===== config.mk =====
export PLATFORM = sky130hd
export DESIGN_NAME = far_top
export DESIGN_NICKNAME = d
export VERILOG_FILES = /design/src/far_pkg.sv /design/src/far_ramp_if.sv /design/src/far_top.sv /design/src/far_ramp.sv /design/src/far_carrier.sv
export SDC_FILE = /design/constraint.sdc
export NUM_CORES = 2
export LEC_CHECK = 0
export CORE_ASPECT_RATIO = 1.2
export CORE_MARGIN = 8
export CORE_UTILIZATION = 50
export CTS_CLUSTER_DIAMETER = 40
export CTS_CLUSTER_SIZE = 28
export DETAILED_ROUTE_END_ITERATION = 10
export DONT_BUFFER_PORTS = 1
export PLACE_DENSITY = 0.73
export REMOVE_ABC_BUFFERS = 1
export SLEW_MARGIN = 20
export SYNTH_ARGS = -nofsm -noshare
export SYNTH_HDL_FRONTEND = slang
export SYNTH_SLANG_ARGS = --single-unit

===== constraint.sdc =====
create_clock -name clk_sys_i -period 8.49 [get_ports clk_sys_i]
set_input_delay 0.4245 -clock clk_sys_i [delete_from_list [all_inputs] [get_ports clk_sys_i]]
set_output_delay 0.4245 -clock clk_sys_i [all_outputs]
set_load 0.01 [all_outputs]

===== src/far_pkg.sv =====
package far_pkg;
   // Register byte addresses; each 16-bit quantity is a high byte then a low byte.
   localparam logic [15:0] A_RAMP_CNT = 16'h408E;
   localparam logic [15:0] A_QMAX_HI = 16'h40A4;
   localparam logic [15:0] A_QMAX_LO = 16'h40A5;
   localparam logic [15:0] A_QMIN_HI = 16'h40A6;
   localparam logic [15:0] A_QMIN_LO = 16'h40A7;
   localparam logic [15:0] A_UD_HI = 16'h40A8;
   localparam logic [15:0] A_UD_LO = 16'h40A9;
   localparam logic [15:0] A_UQ_HI = 16'h40AA;
   localparam logic [15:0] A_UQ_LO = 16'h40AB;
   localparam logic [15:0] A_IDREF_HI = 16'h40AC;
   localparam logic [15:0] A_IDREF_LO = 16'h40AD;
   localparam logic [15:0] A_IQREF_HI = 16'h40AE;
   localparam logic [15:0] A_IQREF_LO = 16'h40AF;
   localparam logic [15:0] A_RELOAD_HI = 16'h40B0;
   localparam logic [15:0] A_RELOAD_LO = 16'h40B1;
   localparam logic [15:0] A_DUTY_HI = 16'h40B2;
   localparam logic [15:0] A_DUTY_LO = 16'h40B3;
   localparam logic [15:0] A_WIN_HI = 16'h40B4;
   localparam logic [15:0] A_WIN_LO = 16'h40B5;
   localparam logic [15:0] A_TRG_HI = 16'h40B6;
   localparam logic [15:0] A_TRG_LO = 16'h40B7;
   localparam logic [15:0] A_ANGLE_HI = 16'h40B8;
   localparam logic [15:0] A_ANGLE_LO = 16'h40B9;
   localparam logic [15:0] A_COMP_HI = 16'h40BA;
   localparam logic [15:0] A_COMP_LO = 16'h40BB;
   localparam logic [15:0] A_STEP_HI = 16'h40BC;
   localparam logic [15:0] A_STEP_LO = 16'h40BD;
   localparam logic [15:0] A_ACC_HI = 16'h40BE;
   localparam logic [15:0] A_ACC_LO = 16'h40BF;
   localparam logic [15:0] A_FIX_HI = 16'h40C0;
   localparam logic [15:0] A_FIX_LO = 16'h40C1;
   localparam logic [15:0] A_OBS_HI = 16'h40C2;
   localparam logic [15:0] A_OBS_LO = 16'h40C3;
   localparam logic [15:0] A_GAIN_HI = 16'h40C4;
   localparam logic [15:0] A_GAIN_LO = 16'h40C5;
   localparam logic [15:0] A_MATCH_HI = 16'h40E6;
   localparam logic [15:0] A_MATCH_LO = 16'h40E7;
   localparam logic [15:0] A_CTRL = 16'h40F0;
   localparam logic [15:0] A_STAT = 16'h40F1;
   // Control bit positions.
   localparam int C_CNT_EN = 0;
   localparam int C_DUTY_SRC = 1;
   localparam int C_SHUNT_SEL = 2;
   localparam int C_FORCE_MODE = 3;
   localparam int C_RAMP_EN = 4;
   localparam int C_OBS_SEL = 5;
   // Status bit positions.
   localparam int S_MATCH = 0;
   localparam int S_RAMP_DONE = 1;
   // Reset values and scaling.
   localparam logic [15:0] FIX_RST = 16'h0001;
   localparam logic [7:0] RST_BYTE = 8'h00;
   localparam int RAMP_SCALE_W = 8;

   // Replaces one byte of a 16-bit register.
   function automatic logic [15:0] far_put_byte(input logic [15:0] old, input logic hi,
                                                input logic [7:0] d);
      far_put_byte = hi ? {d, old[7:0]} : {old[15:8], d};
   endfunction

   // Saturates a signed value; the lower limit wins when the limits cross.
   function automatic logic [15:0] far_clamp(input logic [15:0] v, input logic [15:0] lo,
                                             input logic [15:0] hi);
      logic [15:0] t;
      t = ($signed(v) > $signed(hi)) ? hi : v;
      far_clamp = ($signed(t) < $signed(lo)) ? lo : t;
   endfunction

   // Widens a signed 16-bit angle-format value to 32 bits.
   function automatic logic [31:0] far_sext32(input logic [15:0] a);
      far_sext32 = {{16{a[15]}}, a};
   endfunction
endpackage


===== src/far_ramp_if.sv =====
`timescale 1ns/100ps
// Handshake between the register side and the ramp generator.
interface far_ramp_if;
   logic tick;
   logic start;
   logic load;
   logic [15:0] load_val;
   logic [15:0] accel;
   logic [7:0] count;
   logic [15:0] step_hi;
   logic adv;
   logic done;
   modport gen (input tick, start, load, load_val, accel, count, output step_hi, adv, done);
   modport ctl (output tick, start, load, load_val, accel, count, input step_hi, adv, done);
endinterface


===== src/far_top.sv =====
// Strobed register access was left to the implementer.
`timescale 1ns/100ps
module far_top
   import far_pkg::*;
(
   input wire logic clk_sys_i,
   input wire logic rst_b_i,
   input wire logic [15:0] addr_i,
   input wire logic [7:0] wdata_i,
   input wire logic wr_i,
   input wire logic rd_i,
   output logic [7:0] rdata_o,
   input wire logic [15:0] d_pi_i,
   input wire logic [15:0] q_pi_i,
   input wire logic [15:0] est_angle_i,
   input wire logic [15:0] closed_duty_i,
   output logic [15:0] d_current_setpoint_o,
   output logic [15:0] q_current_setpoint_o,
   output logic [15:0] q_axis_voltage_o,
   output logic [15:0] angle_value_o,
   output logic [15:0] duty_o,
   output logic [15:0] sliding_gain_o,
   output logic [15:0] tracking_loop_prop_gain_o,
   output logic shunt_sampling_select_o,
   output logic match_o,
   output logic adc_trigger_o,
   output logic sample_window_o
);
   logic [7:0] ctrl_q;
   logic [7:0] stat_q;
   logic [7:0] rcnt_q;
   logic [15:0] qmax_q;
   logic [15:0] qmin_q;
   logic [15:0] ud_q;
   logic [15:0] reload_q;
   logic [15:0] swduty_q;
   logic [15:0] minwin_q;
   logic [15:0] trg_q;
   logic [15:0] force_q;
   logic [15:0] comp_q;
   logic [15:0] step_q;
   logic [15:0] accel_q;
   logic [14:1] fix_q;
   logic [14:0] gain_q;
   logic [15:0] match_q;
   logic [15:0] obs_q;
   logic [15:0] angle_q;
   logic fix_act_q;
   logic start_q;
   logic load_q;
   logic [15:0] obs_d;
   logic [15:0] fix_val;
   logic [15:0] rd_val;
   logic hi;
   logic uflow;
   logic [15:0] q_ax_q;
   logic [15:0] fix_wr;

   far_ramp_if rp ();

   assign hi = ~addr_i[0];
   assign fix_val = {1'b0, fix_q, 1'b1};
   // The fix register keeps only its middle bits; both end bits are fixed by hardware.
   assign fix_wr = far_put_byte(fix_val, hi, wdata_i);
   assign obs_d = est_angle_i + comp_q;
   assign q_axis_voltage_o = q_ax_q;
   assign angle_value_o = angle_q;

   // Plain software parameters written one byte at a time.
   always_ff @(posedge clk_sys_i or negedge rst_b_i) begin
      if (!rst_b_i) begin
         rcnt_q <= RST_BYTE;
         qmax_q <= 16'h0000;
         qmin_q <= 16'h0000;
         d_current_setpoint_o <= 16'h0000;
         q_current_setpoint_o <= 16'h0000;
         reload_q <= 16'h0000;
         swduty_q <= 16'h0000;
         minwin_q <= 16'h0000;
         trg_q <= 16'h0000;
         force_q <= 16'h0000;
         comp_q <= 16'h0000;
         step_q <= 16'h0000;
         accel_q <= 16'h0000;
         fix_q <= FIX_RST[14:1];
         gain_q <= 15'h0000;
         match_q <= 16'h0000;
      end else if (wr_i) begin
         unique case (addr_i)
            A_RAMP_CNT: rcnt_q <= wdata_i;
            A_QMAX_HI, A_QMAX_LO: qmax_q <= far_put_byte(qmax_q, hi, wdata_i);
            A_QMIN_HI, A_QMIN_LO: qmin_q <= far_put_byte(qmin_q, hi, wdata_i);
            A_IDREF_HI, A_IDREF_LO: begin
               d_current_setpoint_o <= far_put_byte(d_current_setpoint_o, hi, wdata_i);
            end
            A_IQREF_HI, A_IQREF_LO: begin
               q_current_setpoint_o <= far_put_byte(q_current_setpoint_o, hi, wdata_i);
            end
            A_RELOAD_HI, A_RELOAD_LO: reload_q <= far_put_byte(reload_q, hi, wdata_i);
            A_DUTY_HI, A_DUTY_LO: swduty_q <= far_put_byte(swduty_q, hi, wdata_i);
            A_WIN_HI, A_WIN_LO: minwin_q <= far_put_byte(minwin_q, hi, wdata_i);
            A_TRG_HI, A_TRG_LO: trg_q <= far_put_byte(trg_q, hi, wdata_i);
            A_ANGLE_HI, A_ANGLE_LO: force_q <= far_put_byte(force_q, hi, wdata_i);
            A_COMP_HI, A_COMP_LO: comp_q <= far_put_byte(comp_q, hi, wdata_i);
            A_STEP_HI, A_STEP_LO: step_q <= far_put_byte(step_q, hi, wdata_i);
            A_ACC_HI, A_ACC_LO: accel_q <= far_put_byte(accel_q, hi, wdata_i);
            A_FIX_HI, A_FIX_LO: fix_q <= fix_wr[14:1];
            A_GAIN_HI, A_GAIN_LO: gain_q <= 15'(far_put_byte({1'b0, gain_q}, hi, wdata_i));
            A_MATCH_HI, A_MATCH_LO: match_q <= far_put_byte(match_q, hi, wdata_i);
            default: ;
         endcase
      end
   end

   // Control bits; the ramp clears its own enable when it finishes.
   always_ff @(posedge clk_sys_i or negedge rst_b_i) begin
      if (!rst_b_i) begin
         ctrl_q <= RST_BYTE;
         start_q <= 1'b0;
         load_q <= 1'b0;
      end else begin
         start_q <= wr_i && addr_i == A_CTRL && wdata_i[C_RAMP_EN] && !ctrl_q[C_RAMP_EN];
         load_q <= wr_i && (addr_i == A_STEP_HI || addr_i == A_STEP_LO);
         if (wr_i && addr_i == A_CTRL) begin
            ctrl_q <= {2'b00, wdata_i[5:0]};
         end else if (rp.done) begin
            ctrl_q[C_RAMP_EN] <= 1'b0;
         end
      end
   end

   // Sticky events, write one to clear; a new event in the clearing cycle wins.
   always_ff @(posedge clk_sys_i or negedge rst_b_i) begin
      if (!rst_b_i) begin
         stat_q <= RST_BYTE;
      end else begin
         if (wr_i && addr_i == A_STAT) begin
            stat_q <= stat_q & ~wdata_i & 8'h03;
         end
         if (match_o) begin
            stat_q[S_MATCH] <= 1'b1;
         end
         if (rp.done) begin
            stat_q[S_RAMP_DONE] <= 1'b1;
         end
      end
   end

   // Controller outputs: d follows its loop, q is held inside its limits.
   always_ff @(posedge clk_sys_i or negedge rst_b_i) begin
      if (!rst_b_i) begin
         ud_q <= 16'h0000;
         q_ax_q <= 16'h0000;
      end else begin
         ud_q <= d_pi_i;
         q_ax_q <= far_clamp(q_pi_i, qmin_q, qmax_q);
      end
   end

   // Duty mux and observer gain routing.
   always_ff @(posedge clk_sys_i or negedge rst_b_i) begin
      if (!rst_b_i) begin
         duty_o <= 16'h0000;
         sliding_gain_o <= 16'h0000;
         tracking_loop_prop_gain_o <= 16'h0000;
         shunt_sampling_select_o <= 1'b0;
      end else begin
         duty_o <= ctrl_q[C_DUTY_SRC] ? swduty_q : closed_duty_i;
         sliding_gain_o <= ctrl_q[C_OBS_SEL] ? 16'h0000 : {1'b0, gain_q};
         tracking_loop_prop_gain_o <= ctrl_q[C_OBS_SEL] ? {1'b0, gain_q} : 16'h0000;
         shunt_sampling_select_o <= ctrl_q[C_SHUNT_SEL];
      end
   end

   // Angle source. Ramp updates add the fresh step; angles wrap at +-180 degrees.
   always_ff @(posedge clk_sys_i or negedge rst_b_i) begin
      if (!rst_b_i) begin
         angle_q <= 16'h0000;
         obs_q <= 16'h0000;
         fix_act_q <= 1'b0;
      end else begin
         obs_q <= obs_d;
         if (start_q) begin
            fix_act_q <= 1'b0;
         end else if (rp.done && !ctrl_q[C_FORCE_MODE]) begin
            fix_act_q <= 1'b1;
         end
         if (ctrl_q[C_RAMP_EN]) begin
            if (rp.adv) begin
               angle_q <= angle_q + rp.step_hi;
            end
         end else if (ctrl_q[C_FORCE_MODE]) begin
            angle_q <= force_q;
         end else begin
            angle_q <= obs_d + (fix_act_q ? fix_val : 16'h0000);
         end
      end
   end

   // Read mux; unmapped addresses read zero.
   always_comb begin
      unique case (addr_i)
         A_RAMP_CNT: rd_val = {rcnt_q, 8'h00};
         A_QMAX_HI, A_QMAX_LO: rd_val = qmax_q;
         A_QMIN_HI, A_QMIN_LO: rd_val = qmin_q;
         A_UD_HI, A_UD_LO: rd_val = ud_q;
         A_UQ_HI, A_UQ_LO: rd_val = q_ax_q;
         A_IDREF_HI, A_IDREF_LO: rd_val = d_current_setpoint_o;
         A_IQREF_HI, A_IQREF_LO: rd_val = q_current_setpoint_o;
         A_RELOAD_HI, A_RELOAD_LO: rd_val = reload_q;
         A_DUTY_HI, A_DUTY_LO: rd_val = swduty_q;
         A_WIN_HI, A_WIN_LO: rd_val = minwin_q;
         A_TRG_HI, A_TRG_LO: rd_val = trg_q;
         A_ANGLE_HI, A_ANGLE_LO: rd_val = angle_q;
         A_COMP_HI, A_COMP_LO: rd_val = comp_q;
         A_STEP_HI, A_STEP_LO: rd_val = rp.step_hi;
         A_ACC_HI, A_ACC_LO: rd_val = accel_q;
         A_FIX_HI, A_FIX_LO: rd_val = fix_val;
         A_OBS_HI, A_OBS_LO: rd_val = obs_q;
         A_GAIN_HI, A_GAIN_LO: rd_val = {1'b0, gain_q};
         A_MATCH_HI, A_MATCH_LO: rd_val = match_q;
         A_CTRL: rd_val = {ctrl_q, 8'h00};
         A_STAT: rd_val = {stat_q, 8'h00};
         default: rd_val = 16'h0000;
      endcase
   end

   // Read data stands only in the cycle after the strobe.
   always_ff @(posedge clk_sys_i or negedge rst_b_i) begin
      if (!rst_b_i) begin
         rdata_o <= RST_BYTE;
      end else if (rd_i) begin
         rdata_o <= (hi || addr_i == A_RAMP_CNT || addr_i == A_CTRL || addr_i == A_STAT)
                    ? rd_val[15:8] : rd_val[7:0];
      end else begin
         rdata_o <= RST_BYTE;
      end
   end

   // Ramp generator paced by the carrier minimum.
   assign rp.tick = uflow;
   assign rp.start = start_q;
   assign rp.load = load_q;
   assign rp.load_val = step_q;
   assign rp.accel = accel_q;
   assign rp.count = rcnt_q;

   far_ramp #(
      .ACC_W(32)
   ) u_ramp (
      .clk_sys_i(clk_sys_i),
      .rst_b_i(rst_b_i),
      .rp(rp)
   );

   far_carrier u_carrier (
      .clk_sys_i(clk_sys_i),
      .rst_b_i(rst_b_i),
      .en_i(ctrl_q[C_CNT_EN]),
      .dual_i(ctrl_q[C_SHUNT_SEL]),
      .reload_i(reload_q),
      .match_i(match_q),
      .trg_i(trg_q),
      .min_win_i(minwin_q),
      .uflow_o(uflow),
      .match_o(match_o),
      .trig_o(adc_trigger_o),
      .window_o(sample_window_o)
   );
endmodule // far_top


===== src/far_ramp.sv =====
`timescale 1ns/100ps
module far_ramp
   import far_pkg::*;
#(
   parameter int ACC_W = 32
) (
   input wire logic clk_sys_i,
   input wire logic rst_b_i,
   far_ramp_if.gen rp
);
   if (ACC_W != 32) begin : g_chk
      $error("far_ramp supports only a 32-bit step accumulator");
   end

   logic [31:0] acc_q;
   logic [15:0] remain_q;
   logic busy_q;
   logic adv_q;
   logic done_q;

   // Accumulator: a load wins over an update so software sees its step at once.
   always_ff @(posedge clk_sys_i or negedge rst_b_i) begin
      if (!rst_b_i) begin
         acc_q <= 32'h00000000;
      end else if (rp.load) begin
         acc_q <= {rp.load_val, 16'h0000};
      end else if (busy_q && rp.tick) begin
         acc_q <= acc_q + far_sext32(rp.accel);
      end
   end

   // Update counter; a zero count finishes the ramp without any update.
   always_ff @(posedge clk_sys_i or negedge rst_b_i) begin
      if (!rst_b_i) begin
         remain_q <= 16'h0000;
         busy_q <= 1'b0;
         adv_q <= 1'b0;
         done_q <= 1'b0;
      end else begin
         adv_q <= busy_q && rp.tick;
         done_q <= (rp.start && rp.count == 8'h00) || (busy_q && rp.tick && remain_q == 16'h0001);
         if (rp.start) begin
            remain_q <= {rp.count, {RAMP_SCALE_W{1'b0}}};
            busy_q <= rp.count != 8'h00;
         end else if (busy_q && rp.tick) begin
            remain_q <= remain_q - 16'h0001;
            busy_q <= remain_q != 16'h0001;
         end
      end
   end

   assign rp.step_hi = acc_q[31:16];
   assign rp.adv = adv_q;
   assign rp.done = done_q;
endmodule // far_ramp


===== src/far_carrier.sv =====
`timescale 1ns/100ps
module far_carrier
   import far_pkg::*;
(
   input wire logic clk_sys_i,
   input wire logic rst_b_i,
   input wire logic en_i,
   input wire logic dual_i,
   input wire logic [15:0] reload_i,
   input wire logic [15:0] match_i,
   input wire logic [15:0] trg_i,
   input wire logic [15:0] min_win_i,
   output logic uflow_o,
   output logic match_o,
   output logic trig_o,
   output logic window_o
);
   logic [15:0] cnt_q;
   logic up_q;
   logic [16:0] wcnt_q;
   logic [15:0] mag;
   logic fire;
   logic [32:0] prod;

   // Trigger point: sign or top bit picks the side of the minimum, the rest the distance.
   always_comb begin
      prod = 33'(min_win_i) * 33'({reload_i, 1'b0});
      if (dual_i) begin
         mag = (trg_i[14:0] > reload_i[14:0]) ? {1'b0, reload_i[14:0]} : {1'b0, trg_i[14:0]};
      end else begin
         mag = trg_i[15] ? 16'(-trg_i) : trg_i;
         if (mag > reload_i) begin
            mag = reload_i;
         end
      end
      fire = en_i && cnt_q == mag && (mag == 16'h0000 || up_q != trg_i[15]);
   end

   // Up/down carrier counter turning at the reload value and at zero.
   always_ff @(posedge clk_sys_i or negedge rst_b_i) begin
      if (!rst_b_i) begin
         cnt_q <= 16'h0000;
         up_q <= 1'b1;
      end else if (!en_i || reload_i == 16'h0000) begin
         cnt_q <= 16'h0000;
         up_q <= 1'b1;
      end else if (up_q) begin
         if (cnt_q >= reload_i) begin
            up_q <= 1'b0;
            cnt_q <= reload_i - 16'h0001;
         end else begin
            cnt_q <= cnt_q + 16'h0001;
         end
      end else if (cnt_q == 16'h0000) begin
         up_q <= 1'b1;
         cnt_q <= 16'h0001;
      end else begin
         cnt_q <= cnt_q - 16'h0001;
      end
   end

   // Event pulses and the sampling window; the window never shrinks below one cycle.
   always_ff @(posedge clk_sys_i or negedge rst_b_i) begin
      if (!rst_b_i) begin
         uflow_o <= 1'b0;
         match_o <= 1'b0;
         trig_o <= 1'b0;
         window_o <= 1'b0;
         wcnt_q <= 17'h00000;
      end else begin
         uflow_o <= en_i && reload_i != 16'h0000 && !up_q && cnt_q == 16'h0000;
         match_o <= en_i && cnt_q == match_i;
         trig_o <= fire;
         window_o <= fire || wcnt_q > 17'h00001;
         if (fire) begin
            wcnt_q <= (dual_i || prod[32:16] == 17'h00000) ? 17'h00001 : prod[32:16];
         end else if (wcnt_q != 17'h00000) begin
            wcnt_q <= wcnt_q - 17'h00001;
         end
      end
   end
endmodule // far_carrier


==> run summary <==
Max Transition Viols Final = 0
Cells after synthesis = 3556
Drt first pass iters = 6
Final period util = 90.6%
Global route total overflow = 0
Number of max-cap violations = 0
Synthesis Warnings = 0
DRT iter0 DRCs = 2823
Hold WC Path Type = primary input to async pin
Longest Clk Path Bufs = 3
Placed insts = 4332
Multi-input logic area = 21700 sq um
Critical Path End = u_carrier.wcnt_q[0]
Nets = 4077
Most used DFF post-synth = dfrtp_1
Fmax = 130 MHz
Cts hold-fix bufs = 41
Ranking of synthesized cells by area = dfrtp_1 33%, fa_1 11%, mux2_2 9.4%
IO Port Bufs = 0
Top-area cell type share of the netlist area = 32.9%
Vias in the first global route = 28494
Final core occ = 55.8%
FF-to-FF End = u_carrier.wcnt_q[0]
Num ports = 216
Resized cells post-CTS = 0
DRT antenna net count = 0
Endpoints failing setup = 0
Starting Density = 50.5%
DR vias/cell = 6.27
Num CTS Buffers = 67
Measured slew at the worst slew-check pin = 1410 ps
Setup crit start kind = flop
Slew HR = 6.14%
Fillers = 5934
EDFF count, synth = 0
Reg2Reg Depth = 23
RSZ-0062 raised after global routing = no
Via count = 28247
Final hold vios = 463
Clock Skews = 31.7 ps
Final std cells w/o fill = 4504
TritonCTS sink count = 464
Post-synthesis cell area = 35200 sq um
Max IR drop VDD = 0.172 mV
Seq/Total Area, Yosys = 33.0%
GP Congestion = 0.991
First-pass GRT wire length = 177000 um
HPWL after DPL = 85800 um
Crit path time final = 7690 ps
Yosys reg bits = 464
Reg-to-Reg Start = minwin_q[7]
Area growth, synth to finish = 10.4%
R2r setup slk = 800 ps
WP data required = 9000 ps
Pwr dens = 142 nW/um^2
Worst Setup End Kind = flop
Reg area = 11600 sq um
Die X = 258 um
Worst setup startpoint = minwin_q[7]
Cell variety after synth = 87
CORE AREA = 69600 sq um
Row cnt = 106
Leakage = 18.6 nW
Largest area contributor in the netlist = dfrtp_1
Initial antenna violation count = 10
Chip Height = 307 um
Crit Path Max Fanout = 18
Avg Inst Size Synth = 9.90 sq um
Place WS = 817 ps
Failing checks = negative hold slack
Largest net degree at the start of global routing = 465
DRC viols = 0
Final WL = 118000 um
Worst-Skew Late Latency = 650 ps
FFs w/ async S/R, synth = 100%
CTS root buf = clkbuf_16
Layout cells sized above 1 = 14.0%
Run status = complete, but fails checks
Clock slew at reported path FFs = 60 ps
Critical path class = flop to flop
Overall routing resource usage = 29.2%
Crit path arrival time = 8200 ps
H-tree levels = 3
Drt wl/cell = 26.2 um
Die footprint = 79200 sq um
Final hold slack = -440 ps
Setup WS post-layout = 797 ps
Setup_tns = 0 ps
Postcts setup bufs = 0
CTS tree = yes
[per-layer routing]
layer	global-route usage [%]	routed length, um
met4	18.2	8660
met1	34.5	43000
met3	8.77	12800
met2	46.4	53600
met5	0	58
[worst min path at each step]
stage,end,cells after the start,slack [ps],from
final,u_ramp.remain_q[2],0,-440,rst_b_i
after global routing,u_ramp.remain_q[2],0,-470,rst_b_i
after CTS,u_ramp.remain_q[2],0,-480,rst_b_i
after detailed placement,u_ramp.remain_q[2],0,180,rst_b_i
after global placement,u_ramp.remain_q[2],0,180,rst_b_i
after floorplan,accel_q[0],0,130,rst_b_i
[stage by stage]
stage / power (W) / cell area (sq um)
2_1_floorplan: 0.00254 / 34400
3_3_place_gp: 0.00261 / 36000
3_5_place_dp: 0.00262 / 36000
4_1_cts: 0.00552 / 38800
5_1_grt: 0.00565 / 38800
6_report: 0.00550 / 38900
[synthesized netlist by cell type, types with 11 or more instances]
library cell	n
a21oi_1	152
a222oi_1	12
o21ai_0	97
o31ai_1	16
nand3_1	67
nor2_1	150
xnor2_1	123
dfrtp_1	463
a22oi_1	75
clkbuf_1	176
or3_1	15
inv_1	307
ha_1	264
o211ai_1	12
a22o_1	18
a31oi_1	14
and3_1	16
nor4_1	27
fa_1	197
xor2_1	70
a21o_1	50
a311oi_1	14
nor3_1	80
nor2b_1	40
nand2_1	330
mux2i_1	27
nand2b_1	18
o21a_1	11
nand4_1	47
a211oi_1	25
a221oi_1	30
and2_1	162
o21bai_1	13
mux2_2	295
[placed cells by master, fill, tap and decap left out, types with 11 or more instances in the layout]
cell type / synthesis / final
a211oi_1: 25 / 25
a21o_1: 50 / 50
a21oi_1: 152 / 152
a221oi_1: 30 / 30
a222oi_1: 12 / 12
a22o_1: 18 / 18
a22oi_1: 75 / 75
a311oi_1: 14 / 14
a31oi_1: 14 / 14
and2_1: 162 / 162
and3_1: 16 / 16
buf_4: 3 / 49
clkbuf_16: 0 / 68
dfrtp_1: 463 / 463
dlygate4sd3_1: 0 / 33
fa_1: 197 / 197
ha_1: 264 / 264
inv_1: 307 / 307
mux2_2: 295 / 295
mux2i_1: 27 / 27
nand2_1: 330 / 330
nand2b_1: 18 / 18
nand3_1: 67 / 67
nand4_1: 47 / 47
nor2_1: 150 / 147
nor2b_1: 40 / 40
nor3_1: 80 / 74
nor4_1: 27 / 25
o211ai_1: 12 / 12
o21a_1: 11 / 11
o21ai_0: 97 / 97
o21bai_1: 13 / 13
o31ai_1: 16 / 16
or3_1: 15 / 15
xnor2_1: 123 / 123
xor2_1: 70 / 70
[worst max-delay path, stage by stage (launching register included)]
cell	delay [ps]
dfrtp_1	780
nand2_1	170
fa_1	550
inv_1	50
fa_1	500
inv_1	60
fa_1	520
inv_1	50
fa_1	460
fa_1	520
fa_1	430
ha_1	350
a21oi_1	170
o21ai_0	190
a311o_1	360
nand4bb_1	210
nand2_1	140
a221o_1	340
o41a_1	360
a311oi_1	320
xnor2_1	170
nor4bb_1	70
or4_1	590
a2bb2oi_1	190
[cell families after synthesis]
kind of cell	count (synthesis)	synth area share [%]
AND/OR/NAND/NOR	996	14.0
multiplexers	322	10.2
buffers and inverters	501	5.43
XOR/XNOR	193	4.80
AO/OA/AOI/OAI	618	11.9
other	1	0.0107
flip-flops	464	33.0
adder cells (fa/ha/maj)	461	20.6
[flip-flops by register name (all words and copies together), names as in the netlist, 16 cells and up]
register,count
u_ramp.acc_q,32
u_carrier.wcnt_q,17
accel_q,16
angle_value_o,16
comp_q,16
d_current_setpoint_o,16
duty_o,16
force_q,16
match_q,16
minwin_q,16
obs_q,16
q_axis_voltage_o,16
q_current_setpoint_o,16
qmax_q,16
qmin_q,16
reload_q,16
rp.load_val,16
swduty_q,16
trg_q,16
u_carrier.cnt_q,16
u_ramp.remain_q,16
ud_q,16
[area by class of cell]
| class | count | area share, % |
|---|---|---|
| multi-input cells | 2592 | 55.9 |
| clock inverters | 46 | 1.45 |
| clock buffers | 76 | 4.51 |
| well taps | 918 | 2.96 |
| diodes | 9 | 0.0580 |
| flip-flops and latches | 464 | 29.9 |
| repair buffers | 90 | 2.23 |
| inverters | 309 | 2.99 |
[power by group]
| group | internal [W] | switching, W | total, W |
|---|---|---|---|
| Combinational | 0.000136 | 0.000164 | 0.000300 |
| Clock | 0.00165 | 0.00121 | 0.00285 |
| Sequential | 0.00227 | 0.0000731 | 0.00234 |
| Total | 0.00405 | 0.00145 | 0.00550 |
No activity file was read; power rests on OpenSTA's default activity.
